[src/include/fcl_pkg.sv]
// Package for the fan control limit register bank: offsets, reset values,
// field positions, timing constants and the packed carriers.
// Assumes one 125 MHz clock and a plain strobe register port.
package fcl_pkg;

  // ****************************************************************
  // Register map (8-bit offsets on the register port)
  // ****************************************************************
  localparam logic [7:0] FCL_OFS_FLOOR1 = 8'h64;
  localparam logic [7:0] FCL_OFS_FLOOR2 = 8'h65;
  localparam logic [7:0] FCL_OFS_FLOOR3 = 8'h66;
  localparam logic [7:0] FCL_OFS_START_R1 = 8'h67;
  localparam logic [7:0] FCL_OFS_START_LOC = 8'h68;
  localparam logic [7:0] FCL_OFS_START_R2 = 8'h69;
  localparam logic [7:0] FCL_OFS_LIMIT_R1 = 8'h6A;
  localparam logic [7:0] FCL_OFS_LIMIT_LOC = 8'h6B;
  localparam logic [7:0] FCL_OFS_LIMIT_R2 = 8'h6C;
  localparam logic [7:0] FCL_OFS_HYST_R1L = 8'h6D;
  localparam logic [7:0] FCL_OFS_HYST_R2 = 8'h6E;
  localparam logic [7:0] FCL_OFS_ACOUSTIC2 = 8'hA0;
  localparam logic [7:0] FCL_OFS_CONFIG = 8'hA1;
  localparam logic [7:0] FCL_OFS_STATUS = 8'hA2;
  localparam logic [7:0] FCL_OFS_IRQ_CLR = 8'hA3;
  localparam logic [7:0] FCL_OFS_IRQ_EN = 8'hA4;
  localparam logic [7:0] FCL_OFS_DUTY1 = 8'hA5;
  localparam logic [7:0] FCL_OFS_DUTY2 = 8'hA6;
  localparam logic [7:0] FCL_OFS_DUTY3 = 8'hA7;

  // ****************************************************************
  // Reset values
  // ****************************************************************
  localparam logic [7:0] FCL_RST_FLOOR = 8'h80;
  localparam logic [7:0] FCL_RST_START = 8'h5A;
  localparam logic [7:0] FCL_RST_LIMIT = 8'h64;
  localparam logic [7:0] FCL_RST_HYST_R1L = 8'h44;
  localparam logic [7:0] FCL_RST_HYST_R2 = 8'h40;
  localparam logic [7:0] FCL_RST_ACOUSTIC2 = 8'h00;
  localparam logic [7:0] FCL_RST_CONFIG = 8'h00;
  localparam logic [7:0] FCL_ZERO8 = 8'h00;

  // ****************************************************************
  // Field positions
  // ****************************************************************
  localparam int FCL_ACOU_LOC_SMOOTH = 3;  // Acoustic 2 bit 3
  localparam int FCL_ACOU_R2_RATE_LO = 4;  // Acoustic 2 [6:4]
  localparam int FCL_ACOU_LOC_RATE_LO = 0; // Acoustic 2 [2:0]
  localparam int FCL_CFG_LOCK = 0;         // Config: lock bit
  localparam int FCL_CFG_AUTO = 1;         // Config: automatic mode
  localparam int FCL_CFG_PIN_OUT = 2;      // Config: overtemp pin is output
  localparam int FCL_CFG_FLOOR_SEL1 = 3;   // Config [5:3] floor selects
  localparam int FCL_CFG_SLOW_RAMP = 7;    // Config: slower ramp table
  localparam int FCL_HYST_LOC_LO = 0;
  localparam int FCL_HYST_R1_LO = 4;
  localparam int FCL_HYST_R2_LO = 4;

  localparam logic [7:0] FCL_LIMIT_DISABLE = 8'h80;
  localparam logic [7:0] FCL_DUTY_FULL = 8'hFF;
  localparam logic [7:0] FCL_SPAN_DEG = 8'h20; // Fixed span above start

  // ****************************************************************
  // Timing: one ramp time slot; full scale 255 steps over 37.5 s
  // ****************************************************************
  localparam real FCL_CLK_MHZ = 125.0;
  localparam real FCL_SLOT_FAST_MS = 147.0;  // ~37.5 s / 255
  localparam real FCL_SLOT_SLOW_MS = 204.7;  // ~52.2 s / 255
  localparam int FCL_SLOT_FAST_CYC = int'(FCL_SLOT_FAST_MS * 1000.0
                                          * FCL_CLK_MHZ);
  localparam int FCL_SLOT_SLOW_CYC = int'(FCL_SLOT_SLOW_MS * 1000.0
                                          * FCL_CLK_MHZ);

  // Channel indices
  localparam int FCL_CH_R1 = 0;
  localparam int FCL_CH_LOC = 1;
  localparam int FCL_CH_R2 = 2;

  // ****************************************************************
  // Carriers
  // ****************************************************************
  typedef struct packed {
    logic [7:0] addr;
    logic [7:0] wdata;
    logic wr;
    logic rd;
  } fcl_bus_t;

  typedef struct packed {
    logic [7:0] r2;
    logic [7:0] loc;
    logic [7:0] r1;
  } fcl_temps_t;

  typedef enum logic [1:0] {
    FCL_ZONE_OFF = 2'b00,
    FCL_ZONE_FLOOR = 2'b01,
    FCL_ZONE_RUN = 2'b10
  } fcl_zone_t;

  // Ramp code to time-slot increment
  function automatic logic [7:0] fcl_slot_step(input logic [2:0] code);
    case (code)
      3'h0: fcl_slot_step = 8'h01;
      3'h1: fcl_slot_step = 8'h02;
      3'h2: fcl_slot_step = 8'h03;
      3'h3: fcl_slot_step = 8'h04;
      3'h4: fcl_slot_step = 8'h08;
      3'h5: fcl_slot_step = 8'h0C;
      3'h6: fcl_slot_step = 8'h18;
      default: fcl_slot_step = 8'h30;
    endcase
  endfunction

endpackage

[src/rtl/fcl_limit_regs.sv]
// Fan control limit register bank with automatic control and fail-safe.
// Assumes temperatures arrive as unsigned degrees with a one-cycle
// conversion-done pulse, all synchronous to i_sys_clk.
//
// The strobed register port was decided locally.
`timescale 1ns/1ps
module fcl_limit_regs
  import fcl_pkg::*;
(
  input wire logic i_sys_clk,          // 125 MHz clock
  input wire logic i_nrst,             // Sync reset, active low
  input wire fcl_bus_t i_bus,          // Register request
  output logic [7:0] o_rdata,          // Read data, cycle after read
  input wire fcl_temps_t i_temps,      // Measured temperatures
  input wire logic i_conv_done,        // New conversion pulse
  input wire logic [7:0] i_manual_duty, // Duty when not automatic
  output logic [7:0] o_duty1,          // Fan drive output 1 duty
  output logic [7:0] o_duty2,          // Fan drive output 2 duty
  output logic [7:0] o_duty3,          // Fan drive output 3 duty
  output logic o_overtemp_pin_o,       // Overtemp pin level (low)
  output logic o_overtemp_pin_oe,      // Overtemp pin enable
  output logic o_irq                   // Level interrupt
);

  // ****************************************************************
  // Register storage
  // ****************************************************************
  logic [7:0] floor_reg [3];
  logic [7:0] start_reg [3];
  logic [7:0] limit_reg [3];
  logic [7:0] hyst_r1l_reg;
  logic [7:0] hyst_r2_reg;
  logic [7:0] acoustic_reg;
  logic [7:0] config_reg;
  logic [2:0] status_reg;
  logic [2:0] irq_en_reg;
  logic [2:0] hot_reg;
  logic [2:0] failsafe_reg;
  fcl_zone_t zone_reg [3];
  logic [7:0] target_reg [3];
  logic [31:0] slot_cnt_reg;
  logic [7:0] smooth_reg;

  logic locked;
  logic auto_mode;
  logic wr_ok_locked;
  logic [3:0] hyst [3];
  logic [7:0] temp [3];
  logic any_failsafe;
  logic slot;
  logic [31:0] slot_len;
  logic [7:0] ramp_duty [3];
  logic [2:0] events;
  logic [2:0] fs_prev_reg;
  logic [2:0] clr_bits;

  assign locked = config_reg[FCL_CFG_LOCK];
  assign auto_mode = config_reg[FCL_CFG_AUTO];
  assign wr_ok_locked = i_bus.wr && !locked;
  assign temp[FCL_CH_R1] = i_temps.r1;
  assign temp[FCL_CH_LOC] = i_temps.loc;
  assign temp[FCL_CH_R2] = i_temps.r2;
  // Per-channel hysteresis nibbles
  assign hyst[FCL_CH_R1] = hyst_r1l_reg[FCL_HYST_R1_LO +: 4];
  assign hyst[FCL_CH_LOC] = hyst_r1l_reg[FCL_HYST_LOC_LO +: 4];
  assign hyst[FCL_CH_R2] = hyst_r2_reg[FCL_HYST_R2_LO +: 4];

  // Saturating subtract so small limits do not wrap
  function automatic logic [7:0] fcl_sub_sat(input logic [7:0] a,
                                            input logic [3:0] b);
    fcl_sub_sat = (a > {4'h0, b}) ? a - {4'h0, b} : FCL_ZERO8;
  endfunction

  // ****************************************************************
  // Register writes
  // ****************************************************************
  // Floor duty registers freeze while automatic mode runs
  always_ff @(posedge i_sys_clk) begin
    if (!i_nrst) begin
      for (int i = 0; i < 3; i++) floor_reg[i] <= FCL_RST_FLOOR;
    end else if (i_bus.wr && !auto_mode) begin
      if (i_bus.addr == FCL_OFS_FLOOR1) floor_reg[0] <= i_bus.wdata;
      if (i_bus.addr == FCL_OFS_FLOOR2) floor_reg[1] <= i_bus.wdata;
      if (i_bus.addr == FCL_OFS_FLOOR3) floor_reg[2] <= i_bus.wdata;
    end
  end

  // Lockable start temperatures, limits, hysteresis and acoustics
  always_ff @(posedge i_sys_clk) begin
    if (!i_nrst) begin
      for (int i = 0; i < 3; i++) begin
        start_reg[i] <= FCL_RST_START;
        limit_reg[i] <= FCL_RST_LIMIT;
      end
      hyst_r1l_reg <= FCL_RST_HYST_R1L;
      hyst_r2_reg <= FCL_RST_HYST_R2;
      acoustic_reg <= FCL_RST_ACOUSTIC2;
    end else if (wr_ok_locked) begin
      case (i_bus.addr)
        FCL_OFS_START_R1: start_reg[0] <= i_bus.wdata;
        FCL_OFS_START_LOC: start_reg[1] <= i_bus.wdata;
        FCL_OFS_START_R2: start_reg[2] <= i_bus.wdata;
        FCL_OFS_LIMIT_R1: limit_reg[0] <= i_bus.wdata;
        FCL_OFS_LIMIT_LOC: limit_reg[1] <= i_bus.wdata;
        FCL_OFS_LIMIT_R2: limit_reg[2] <= i_bus.wdata;
        FCL_OFS_HYST_R1L: hyst_r1l_reg <= i_bus.wdata;
        FCL_OFS_HYST_R2: hyst_r2_reg <= i_bus.wdata;
        FCL_OFS_ACOUSTIC2: acoustic_reg <= i_bus.wdata;
        default: ;
      endcase
    end
  end

  // Configuration; the lock bit is sticky once set, only reset clears it
  always_ff @(posedge i_sys_clk) begin
    if (!i_nrst) begin
      config_reg <= FCL_RST_CONFIG;
    end else if (i_bus.wr && i_bus.addr == FCL_OFS_CONFIG) begin
      config_reg <= i_bus.wdata | {7'h00, locked};
    end
  end

  // ****************************************************************
  // Time slot divider
  // ****************************************************************
  assign slot_len = config_reg[FCL_CFG_SLOW_RAMP] ?
                    32'(FCL_SLOT_SLOW_CYC) : 32'(FCL_SLOT_FAST_CYC);
  assign slot = (slot_cnt_reg >= slot_len - 32'h1);

  always_ff @(posedge i_sys_clk) begin
    if (!i_nrst || slot) begin
      slot_cnt_reg <= 32'h0;
    end else begin
      slot_cnt_reg <= slot_cnt_reg + 32'h1;
    end
  end

  // ****************************************************************
  // Control loop, evaluated on each conversion
  // ****************************************************************
  // Local smoothing: average new reading with the previous smoothed value
  always_ff @(posedge i_sys_clk) begin
    if (!i_nrst) begin
      smooth_reg <= FCL_ZERO8;
    end else if (i_conv_done) begin
      smooth_reg <= acoustic_reg[FCL_ACOU_LOC_SMOOTH] ?
                    8'((({1'b0, smooth_reg} + {1'b0, i_temps.loc}) >> 1))
                    : i_temps.loc;
    end
  end

  // Over-limit compare with hysteresis release, and pin compare
  always_ff @(posedge i_sys_clk) begin
    if (!i_nrst) begin
      failsafe_reg <= 3'h0;
      hot_reg <= 3'h0;
    end else if (i_conv_done) begin
      for (int i = 0; i < 3; i++) begin
        if (limit_reg[i] == FCL_LIMIT_DISABLE) begin
          failsafe_reg[i] <= 1'b0;
        end else if (temp[i] > limit_reg[i]) begin
          failsafe_reg[i] <= 1'b1;
        end else if (temp[i] < fcl_sub_sat(limit_reg[i], hyst[i])) begin
          failsafe_reg[i] <= 1'b0;
        end
        // A disabled limit keeps the pin quiet as well as the fail-safe
        hot_reg[i] <= (temp[i] > limit_reg[i]) &&
                      (limit_reg[i] != FCL_LIMIT_DISABLE);
      end
    end
  end

  assign any_failsafe = |failsafe_reg;

  // Start zone per channel; output n follows channel n
  always_ff @(posedge i_sys_clk) begin
    if (!i_nrst) begin
      for (int i = 0; i < 3; i++) begin
        zone_reg[i] <= FCL_ZONE_OFF;
        target_reg[i] <= FCL_ZERO8;
      end
    end else if (i_conv_done) begin
      for (int i = 0; i < 3; i++) begin
        logic [7:0] t;
        logic [15:0] span_duty;
        t = (i == FCL_CH_LOC) ? smooth_reg : temp[i];
        span_duty = 16'h0;
        if (t > start_reg[i]) begin
          zone_reg[i] <= FCL_ZONE_RUN;
          span_duty = 16'(floor_reg[i]) + 16'(t - start_reg[i]) *
                      16'(FCL_DUTY_FULL - floor_reg[i]) / 16'(FCL_SPAN_DEG);
          target_reg[i] <= (span_duty > 16'(FCL_DUTY_FULL)) ?
                           FCL_DUTY_FULL : span_duty[7:0];
        end else if (t <= fcl_sub_sat(start_reg[i], hyst[i])) begin
          zone_reg[i] <= FCL_ZONE_OFF;
          target_reg[i] <= config_reg[FCL_CFG_FLOOR_SEL1 + i] ?
                           floor_reg[i] : FCL_ZERO8;
        end else begin
          zone_reg[i] <= FCL_ZONE_FLOOR;
          target_reg[i] <= floor_reg[i];
        end
      end
    end
  end

  // ****************************************************************
  // Ramp limiters; output 1 always jumps to target, output 3 uses the remote 2 rate, 2 the local one
  // ****************************************************************
  for (genvar g = 0; g < 3; g++) begin : g_ramp
    fcl_ramp u_ramp (
      .i_sys_clk(i_sys_clk),
      .i_nrst(i_nrst),
      .i_slot(slot),
      .i_bypass(!auto_mode || g == FCL_CH_R1),
      .i_code((g == FCL_CH_R2) ?
              acoustic_reg[FCL_ACOU_R2_RATE_LO +: 3] :
              acoustic_reg[FCL_ACOU_LOC_RATE_LO +: 3]),
      .i_target(auto_mode ? target_reg[g] : i_manual_duty),
      .o_duty(ramp_duty[g])
    );
  end

  // Fail-safe overrides the ramp so cooling is never delayed
  always_ff @(posedge i_sys_clk) begin
    if (!i_nrst) begin
      o_duty1 <= FCL_ZERO8;
      o_duty2 <= FCL_ZERO8;
      o_duty3 <= FCL_ZERO8;
    end else begin
      o_duty1 <= any_failsafe ? FCL_DUTY_FULL : ramp_duty[0];
      o_duty2 <= any_failsafe ? FCL_DUTY_FULL : ramp_duty[1];
      o_duty3 <= any_failsafe ? FCL_DUTY_FULL : ramp_duty[2];
    end
  end

  // Open-drain overtemp pin: enable only while pulling low
  assign o_overtemp_pin_o = 1'b0;
  assign o_overtemp_pin_oe = config_reg[FCL_CFG_PIN_OUT] && |hot_reg;

  // ****************************************************************
  // Interrupts: fail-safe entry per channel; set wins over clear
  // ****************************************************************
  // Entry is the rising edge of the fail-safe, so a held fail-safe
  // can be cleared once and does not re-raise the bit every cycle
  assign events = failsafe_reg & ~fs_prev_reg;
  assign clr_bits = (i_bus.wr && i_bus.addr == FCL_OFS_IRQ_CLR) ?
                    i_bus.wdata[2:0] : 3'h0;

  always_ff @(posedge i_sys_clk) begin
    if (!i_nrst) begin
      status_reg <= 3'h0;
      fs_prev_reg <= 3'h0;
    end else begin
      fs_prev_reg <= failsafe_reg;
      status_reg <= (status_reg & ~clr_bits) | events;
    end
  end

  always_ff @(posedge i_sys_clk) begin
    if (!i_nrst) begin
      irq_en_reg <= 3'h0;
    end else if (i_bus.wr && i_bus.addr == FCL_OFS_IRQ_EN) begin
      irq_en_reg <= i_bus.wdata[2:0];
    end
  end

  assign o_irq = |(status_reg & irq_en_reg);

  // ****************************************************************
  // Read port
  // ****************************************************************
  always_ff @(posedge i_sys_clk) begin
    if (!i_nrst) begin
      o_rdata <= FCL_ZERO8;
    end else if (i_bus.rd) begin
      case (i_bus.addr)
        FCL_OFS_FLOOR1: o_rdata <= floor_reg[0];
        FCL_OFS_FLOOR2: o_rdata <= floor_reg[1];
        FCL_OFS_FLOOR3: o_rdata <= floor_reg[2];
        FCL_OFS_START_R1: o_rdata <= start_reg[0];
        FCL_OFS_START_LOC: o_rdata <= start_reg[1];
        FCL_OFS_START_R2: o_rdata <= start_reg[2];
        FCL_OFS_LIMIT_R1: o_rdata <= limit_reg[0];
        FCL_OFS_LIMIT_LOC: o_rdata <= limit_reg[1];
        FCL_OFS_LIMIT_R2: o_rdata <= limit_reg[2];
        FCL_OFS_HYST_R1L: o_rdata <= hyst_r1l_reg;
        FCL_OFS_HYST_R2: o_rdata <= hyst_r2_reg;
        FCL_OFS_ACOUSTIC2: o_rdata <= acoustic_reg;
        FCL_OFS_CONFIG: o_rdata <= config_reg;
        FCL_OFS_STATUS: o_rdata <= {5'h00, status_reg};
        FCL_OFS_IRQ_EN: o_rdata <= {5'h00, irq_en_reg};
        FCL_OFS_DUTY1: o_rdata <= o_duty1;
        FCL_OFS_DUTY2: o_rdata <= o_duty2;
        FCL_OFS_DUTY3: o_rdata <= o_duty3;
        default: o_rdata <= FCL_ZERO8;
      endcase
    end else begin
      o_rdata <= FCL_ZERO8;
    end
  end

endmodule // fcl_limit_regs

[src/rtl/fcl_ramp.sv]
// Rate limiter for one fan drive output.
// Moves the duty toward its target by a step on each slot pulse.
`timescale 1ns/1ps
module fcl_ramp
  import fcl_pkg::*;
(
  input wire logic i_sys_clk,       // System clock
  input wire logic i_nrst,          // Sync reset, active low
  input wire logic i_slot,          // One-cycle slot pulse
  input wire logic i_bypass,        // Jump straight to target
  input wire logic [2:0] i_code,    // Ramp-rate code
  input wire logic [7:0] i_target,  // Wanted duty
  output logic [7:0] o_duty         // Ramped duty
);

  logic [7:0] step;
  logic [8:0] up_sum;

  assign step = fcl_slot_step(i_code);
  assign up_sum = {1'b0, o_duty} + {1'b0, step};

  // Step toward target, clamping so no overshoot
  always_ff @(posedge i_sys_clk) begin
    if (!i_nrst) begin
      o_duty <= FCL_ZERO8;
    end else if (i_bypass) begin
      o_duty <= i_target;
    end else if (i_slot) begin
      if (i_target > o_duty) begin
        o_duty <= (up_sum[7:0] > i_target || up_sum[8]) ?
                  i_target : up_sum[7:0];
      end else if (i_target < o_duty) begin
        o_duty <= (o_duty - i_target < step) ?
                  i_target : o_duty - step;
      end
    end
  end

endmodule // fcl_ramp

[config.mk]
export PLATFORM = sky130hd
export DESIGN_NAME = fcl_limit_regs
export DESIGN_NICKNAME = d
export VERILOG_FILES = /design/src/include/fcl_pkg.sv /design/src/rtl/fcl_limit_regs.sv /design/src/rtl/fcl_ramp.sv
export SDC_FILE = /design/constraint.sdc
export NUM_CORES = 1
export LEC_CHECK = 0
export ABC_CLOCK_PERIOD_IN_PS = 16329
export BUFFER_PORTS_ARGS = -buffer_cell sky130_fd_sc_hd__buf_4
export CELL_PAD_IN_SITES_DETAIL_PLACEMENT = 1
export CELL_PAD_IN_SITES_GLOBAL_PLACEMENT = 2
export CORE_MARGIN = 3
export CORE_UTILIZATION = 30
export CTS_CLUSTER_DIAMETER = 40
export DETAILED_ROUTE_END_ITERATION = 7
export PLACE_DENSITY_LB_ADDON = 0.25
export SKIP_CTS_REPAIR_TIMING = 1
export SYNTH_ARGS = -nofsm -noshare
export SYNTH_HDL_FRONTEND = slang
export SYNTH_SLANG_ARGS = --single-unit
[constraint.sdc]
create_clock -name i_sys_clk -period 16.33 [get_ports i_sys_clk]
set_clock_uncertainty 0.1 [all_clocks]
set_input_delay 0.8165 -clock i_sys_clk [delete_from_list [all_inputs] [get_ports i_sys_clk]]
set_output_delay 0.8165 -clock i_sys_clk [all_outputs]
set_load 0.005 [all_outputs]
==> impl_metrics.toml, run 1 <==
[global_routing]
first_global_vias = 24100
grt_max_degree = 48
global_route_wire_length_before_repair_um = 145000
grt_remaining_overflow = 0
grt_antenna_before_repair = 5
grt.total_usage_pct = 20.5

[timing]
timing_max_transition_violations_final = 9
fin_tns_setup_ps = 0
holdWs_ps = 339
max_freq_ghz = 0.120
setup-violations-final = 0
finalHoldViolCount = 0
final.period_utilization_pct = 51.2
rsz0062_at_grt = "no"
relSlewSlack_pct = -1.09
period_minus_slack_ps = 8360
slew_worst_pin_ps = 1500

[placed_design]
globalplace.congestion = 0.890
placed_cells_incl_taps = 4245
hpwl_um = 77200
place_area_um2 = 28200
numPortBuffers = 86

[synth]
yosysSeqAreaShare_pct = 21.9
yosys.cell_count.top_type = "sky130_fd_sc_hd__inv_1"
yosys.area_share.xor_xnor_pct = 6.40
syn_area_um2 = 26300
synth-seq-cells = 239
share_of_the_synthesized_area_in_compound_gates_ao_oa_aoi_oai_pct = 16.6
synth_edf_count = 96
synth_top_family_by_area = "adder cells"
yosysWarningCount = 0
syn_avg_cell_area_um2 = 8.55
post_synth_top_area_cell = "sky130_fd_sc_hd__ha_1"
synth_area_leaders = "sky130_fd_sc_hd__ha_1 15%, sky130_fd_sc_hd__fa_1 13%, sky130_fd_sc_hd__edfxtp_1 11%, sky130_fd_sc_hd__dfxtp_1 11%, sky130_fd_sc_hd__inv_1 5.5%"
ys_async_sr_fraction_pct = 0
synthTopCellsByCount = "388 x sky130_fd_sc_hd__inv_1, 327 x sky130_fd_sc_hd__nor2_1, 323 x sky130_fd_sc_hd__ha_1, 253 x sky130_fd_sc_hd__nand2_1, 200 x sky130_fd_sc_hd__a21oi_1"
post_synthesis_adder_cell_area_fraction_pct = 28.7
post_synth_mux_area_share_pct = 1.81
synthFlopType = "sky130_fd_sc_hd__dfxtp_1"
synth_cell_types = 94
number_of_cells_produced_by_synthesis = 3074
synth_simple_gate_area_share_pct = 17.6
netlist.area_leader.share_pct = 15.4

[clock_tree]
clock_tree.buffer_depth = 3
clock_insertion_delay_worst_skew_ps = 570
numCtsBuffers = 42
tritoncts_clock_tree = "done"
cts-htree-levels = 2
clock-sinks = 239
cts.clk_slew.worst_paths_ps = 60
cts.root.buffer_cell = "sky130_fd_sc_hd__clkbuf_16"

[route]
routed_via_density = 5.25
via_count = 22700
detail_route.iter0.violations = 1372
drc_errors = 0
drt-total-wl_um = 93500
route.detailed.wl_per_inst_um = 21.6
drt_pre_antenna_iters = 6
top_layer_used = "met4"
antenna_left = 0
metal1_wirelength_um = 43800
detailroute.wirelength.met2_um = 42800
met3RoutedLength_um = 4670

[layout]
finalInstanceArea_um2 = 29600
share_of_layout_cells_above_drive_strength_1_pct = 7.68
largest_register_ffs = 32
area_growth_syn_to_fin_pct = 12.6
fin_nets = 3696
final_instance_count_without_filler_cells = 4323

[die]
chipWidth_um = 302
placement_rows = 107
die_height_um = 302
design.portCount = 88
initial_core_util_pct = 30.6
core_ar_um2 = 85900
floorplan.die_area_um2 = 91100

[critical_path]
cp_top_family = "compound AO/OA/AOI/OAI gates"
cp_slowest_stage_delay_ps = 680
path_buf_inv = 4
critPathCaptureType = "flip-flop"
worstSetupStartpointType = "flip-flop"
highest_delay_cell_along_the_critical_path = "sky130_fd_sc_hd__o41ai_1"
crit_required_ps = 16480
critical_path_class = "flip-flop to flip-flop"
critical_path_arrival_ps = 8500
critical_path_peak_fanout = 8

[outcome]
run_status = "finished, violations left"
violations = "max-capacitance violations, max-slew violations"

[min_path]
timing.hold.worst.class = "flip-flop to flip-flop"

[job]
max_cap_violations = 1
per-stage QoR:
stage,utilization (%),setup slack [ps]
after global routing,34.4,7150
after global placement,32.8,7730
after detailed placement,32.8,7650
final,34.4,7970
after CTS,34.4,7950
after floorplan,-,8580
area by class of cell:
cell class                 instances  area [um^2]
antenna                            2         5.00
inverter                         392         1470
fill                           10200        56400
timing repair buffer             109          818
multi-input combinational       2361        18700
clock inverter                    30          299
tap                             1144         1430
clock buffer                      46         1080
sequential                       239         5750
tightest hold or removal path: cells and delay by family (launching register included):
kind	cells	cell delay, ps
and+or+nand+nor	2	110
DFF	1	300
cell families (layout without fill, tap and decap cells):
kind of cell	count (synthesis)	count (layout)
other	1	9
AO/OA/AOI/OAI	649	649
multiplexers	41	41
AND/OR/NAND/NOR	974	974
adder cells (fa/ha/maj)	498	498
flip-flops	239	239
XOR/XNOR	192	192
buffers and inverters	480	577
routing by layer:
layer / global-route usage, % / vias up
li1: - / 10700
met4: 4.53 / 0
met1: 28.5 / 11400
met3: 2.43 / 112
met5: 0 / -
met2: 34.0 / 500
cell usage in the layout, fill, tap and decap left out, types with 14 or more instances in the layout:
| cell type | netlist | routed |
|---|---|---|
| sky130_fd_sc_hd__a211oi_1 | 32 | 32 |
| sky130_fd_sc_hd__a21o_1 | 76 | 76 |
| sky130_fd_sc_hd__a21oi_1 | 200 | 200 |
| sky130_fd_sc_hd__a22oi_1 | 26 | 26 |
| sky130_fd_sc_hd__a31oi_1 | 14 | 14 |
| sky130_fd_sc_hd__and2_1 | 32 | 32 |
| sky130_fd_sc_hd__buf_4 | 1 | 109 |
| sky130_fd_sc_hd__clkbuf_16 | 0 | 42 |
| sky130_fd_sc_hd__dfxtp_1 | 143 | 142 |
| sky130_fd_sc_hd__edfxtp_1 | 96 | 96 |
| sky130_fd_sc_hd__fa_1 | 175 | 175 |
| sky130_fd_sc_hd__ha_1 | 323 | 323 |
| sky130_fd_sc_hd__inv_1 | 388 | 387 |
| sky130_fd_sc_hd__mux2i_1 | 24 | 24 |
| sky130_fd_sc_hd__nand2_1 | 253 | 253 |
| sky130_fd_sc_hd__nand2b_1 | 70 | 70 |
| sky130_fd_sc_hd__nand3_1 | 48 | 48 |
| sky130_fd_sc_hd__nand4_1 | 37 | 37 |
| sky130_fd_sc_hd__nor2_1 | 327 | 327 |
| sky130_fd_sc_hd__nor2b_1 | 54 | 54 |
| sky130_fd_sc_hd__nor3_1 | 42 | 42 |
| sky130_fd_sc_hd__nor4_1 | 15 | 15 |
| sky130_fd_sc_hd__o21a_1 | 33 | 33 |
| sky130_fd_sc_hd__o21ai_0 | 100 | 100 |
| sky130_fd_sc_hd__or2_2 | 27 | 27 |
| sky130_fd_sc_hd__or3_1 | 20 | 20 |
| sky130_fd_sc_hd__xnor2_1 | 111 | 111 |
| sky130_fd_sc_hd__xor2_1 | 81 | 81 |
final timing paths:
kind / from / depth (start not counted) / end / slack [ps]
hold reg to reg: g_ramp[0].u_ramp.o_duty[0]$_SDFF_PN0_ / 2 / o_duty1[0]$_SDFF_PN0_ / 340
setup reg to reg: start_reg[0][9]$_DFFE_PP_ / 28 / target_reg[1][6]$_SDFFCE_PN0P_ / 7970
setup / recovery: start_reg[0][9]$_DFFE_PP_ / 28 / target_reg[1][6]$_SDFFCE_PN0P_ / 7970
hold / removal: g_ramp[0].u_ramp.o_duty[0]$_SDFF_PN0_ / 2 / o_duty1[0]$_SDFF_PN0_ / 340
Power of run 1 is left out: the tool's default activity adds up to more than one toggle a clock period on the data nets, which glitch-free logic cannot reach.
==> run 2, diff against run 1 <==
--- a/config.mk
+++ b/config.mk
@@ -5,7 +5,7 @@
 export SDC_FILE = /design/constraint.sdc
 export NUM_CORES = 1
 export LEC_CHECK = 0
-export ABC_CLOCK_PERIOD_IN_PS = 16329
+export ABC_CLOCK_PERIOD_IN_PS = 6890
 export BUFFER_PORTS_ARGS = -buffer_cell sky130_fd_sc_hd__buf_4
 export CELL_PAD_IN_SITES_DETAIL_PLACEMENT = 1
 export CELL_PAD_IN_SITES_GLOBAL_PLACEMENT = 2
==> constraint.sdc (replaced) <==
create_clock -name i_sys_clk -period 6.89 [get_ports i_sys_clk]
set_clock_uncertainty 0.1 [all_clocks]
set_input_delay 0.3445 -clock i_sys_clk [delete_from_list [all_inputs] [get_ports i_sys_clk]]
set_output_delay 0.3445 -clock i_sys_clk [all_outputs]
set_load 0.005 [all_outputs]
==> impl_metrics.toml, run 2 (same netlist as run 1, synthesis figures left out) <==
[outcome]
run_status = "finished, violations left"
violations = "negative hold slack, negative setup slack"

[global_routing]
grt.total_usage_pct = 22.2
grt_max_degree = 48
grt_remaining_overflow = 0
first_global_vias = 26200
grt_antenna_before_repair = 4
global_route_wire_length_before_repair_um = 156000

[route]
detail_route.iter0.violations = 1516
drc_errors = 0
route.detailed.wl_per_inst_um = 22.0
via_count = 24100
antenna_left = 0
routed_via_density = 5.20
drt_pre_antenna_iters = 6
drt-total-wl_um = 102000

[die]
die_height_um = 302
placement_rows = 107
chipWidth_um = 302
core_ar_um2 = 85900
initial_core_util_pct = 30.6
floorplan.die_area_um2 = 91100
design.portCount = 88

[timing]
period_minus_slack_ps = 7180
setup_ws_final_ps = -288
finalHoldViolCount = 1
rsz0062_at_grt = "yes"
slew_worst_pin_ps = 1340
max_freq_ghz = 0.139
timing_max_transition_violations_final = 0
holdWs_ps = -2.83
final.period_utilization_pct = 104
setup-violations-final = 24
relSlewSlack_pct = 10.2

[min_path]
timing.hold.worst.class = "primary input to flip-flop"

[placed_design]
numPortBuffers = 86
globalplace.congestion = 0.915
dpl_worst_slack_ps = -573
hpwl_um = 83500

[critical_path]
critPathCaptureType = "flip-flop"
critical_path_class = "flip-flop to flip-flop"
critical_path_arrival_ps = 7450
highest_delay_cell_along_the_critical_path = "sky130_fd_sc_hd__or4_4"
critical_path_peak_fanout = 8
cp_slowest_stage_delay_ps = 540
crit_required_ps = 7160
critical-path-top-cell-by-count = "sky130_fd_sc_hd__fa_1"
worstSetupStartpointType = "flip-flop"

[clock_tree]
cts.clk_slew.worst_paths_ps = 60
clock_tree.buffer_depth = 3
cts.root.buffer_cell = "sky130_fd_sc_hd__clkbuf_16"
clock_insertion_delay_worst_skew_ps = 610
clock-sinks = 239
tritoncts_clock_tree = "done"
cts-htree-levels = 2
numCtsBuffers = 52

[layout]
share_of_layout_cells_above_drive_strength_1_pct = 19.4
fin_nets = 3991
layout_common_cells = "378 x sky130_fd_sc_hd__buf_4, 369 x sky130_fd_sc_hd__inv_1, 322 x sky130_fd_sc_hd__nor2_1"
largest_register_ffs = 32
area_growth_syn_to_fin_pct = 26.0
layout.cells.most_common = "sky130_fd_sc_hd__buf_4"

[job]
max_cap_violations = 0
-- run 2: cell types whose count changed in the layout (fill, tap and decap cells not counted), moves of 10 or more --
cell,delta
sky130_fd_sc_hd__ha_4,+12
sky130_fd_sc_hd__ha_1,-17
sky130_fd_sc_hd__a21oi_2,+10
sky130_fd_sc_hd__inv_2,+17
sky130_fd_sc_hd__inv_1,-18
sky130_fd_sc_hd__clkbuf_16,+13
sky130_fd_sc_hd__a21oi_1,-11
sky130_fd_sc_hd__dlygate4sd3_1,+10
sky130_fd_sc_hd__o21ai_0,-13
sky130_fd_sc_hd__buf_4,+269
-- run 2: path summary, 6_finish.rpt --
| kind | start | endpoint | slack, ps | cells after the start |
|---|---|---|---|---|
| setup / recovery | start_reg[0][0]$_DFFE_PP_ | target_reg[0][1]$_SDFFCE_PN0P_ | -290 | 30 |
| hold / removal | i_manual_duty[4] | g_ramp[2].u_ramp.o_duty[4]$_SDFFE_PN0P_ | -3 | 3 |
| setup reg to reg | start_reg[0][0]$_DFFE_PP_ | target_reg[0][1]$_SDFFCE_PN0P_ | -290 | 30 |
| hold reg to reg | g_ramp[0].u_ramp.o_duty[4]$_SDFF_PN0_ | o_duty1[4]$_SDFF_PN0_ | 340 | 2 |
-- run 2: per-stage QoR --
stage	hold WS, ps	instances	area [um^2]	utilization [%]	TNS (ps)
after floorplan	316	3080	26500	-	0
after global placement	329	4493	30300	35.2	-6070
after detailed placement	329	4493	30300	35.2	-10660
after CTS	-70.4	4590	32100	37.4	-9230
after global routing	6.59	4627	33100	38.5	-11550
final	-2.83	4629	33100	38.5	-4320
-- run 2: worst max-delay path, delay by kind of cell, from the launching register on --
kind / cells / cell delay, ps
xor+xnor: 2 / 300
compound gates: 8 / 1220
flops: 1 / 400
buf+inv: 5 / 360
fa+ha+maj: 8 / 2980
mux: 1 / 180
simple gates: 6 / 1390
-- run 2: metal layers --
metal	global-route usage (%)	part of all wire, %	vias up
li1	-	-	11300
met1	29.5	45	12000
met2	37.2	47	625
met3	3.90	5.5	154
met4	5.39	2.8	2
met5	0	0.0069	-
-- run 2: final cells by class --
| type | instances | area (um^2) |
|---|---|---|
| clock inverters | 34 | 382 |
| clock buffers | 63 | 1450 |
| inverters | 392 | 1470 |
| fillers | 10100 | 52900 |
| multi-input cells | 2361 | 19600 |
| diodes | 2 | 5.00 |
| well taps | 1144 | 1430 |
| flip-flops and latches | 239 | 5750 |
| repair buffers | 394 | 3010 |
Power of run 2 is left out for the same reason.
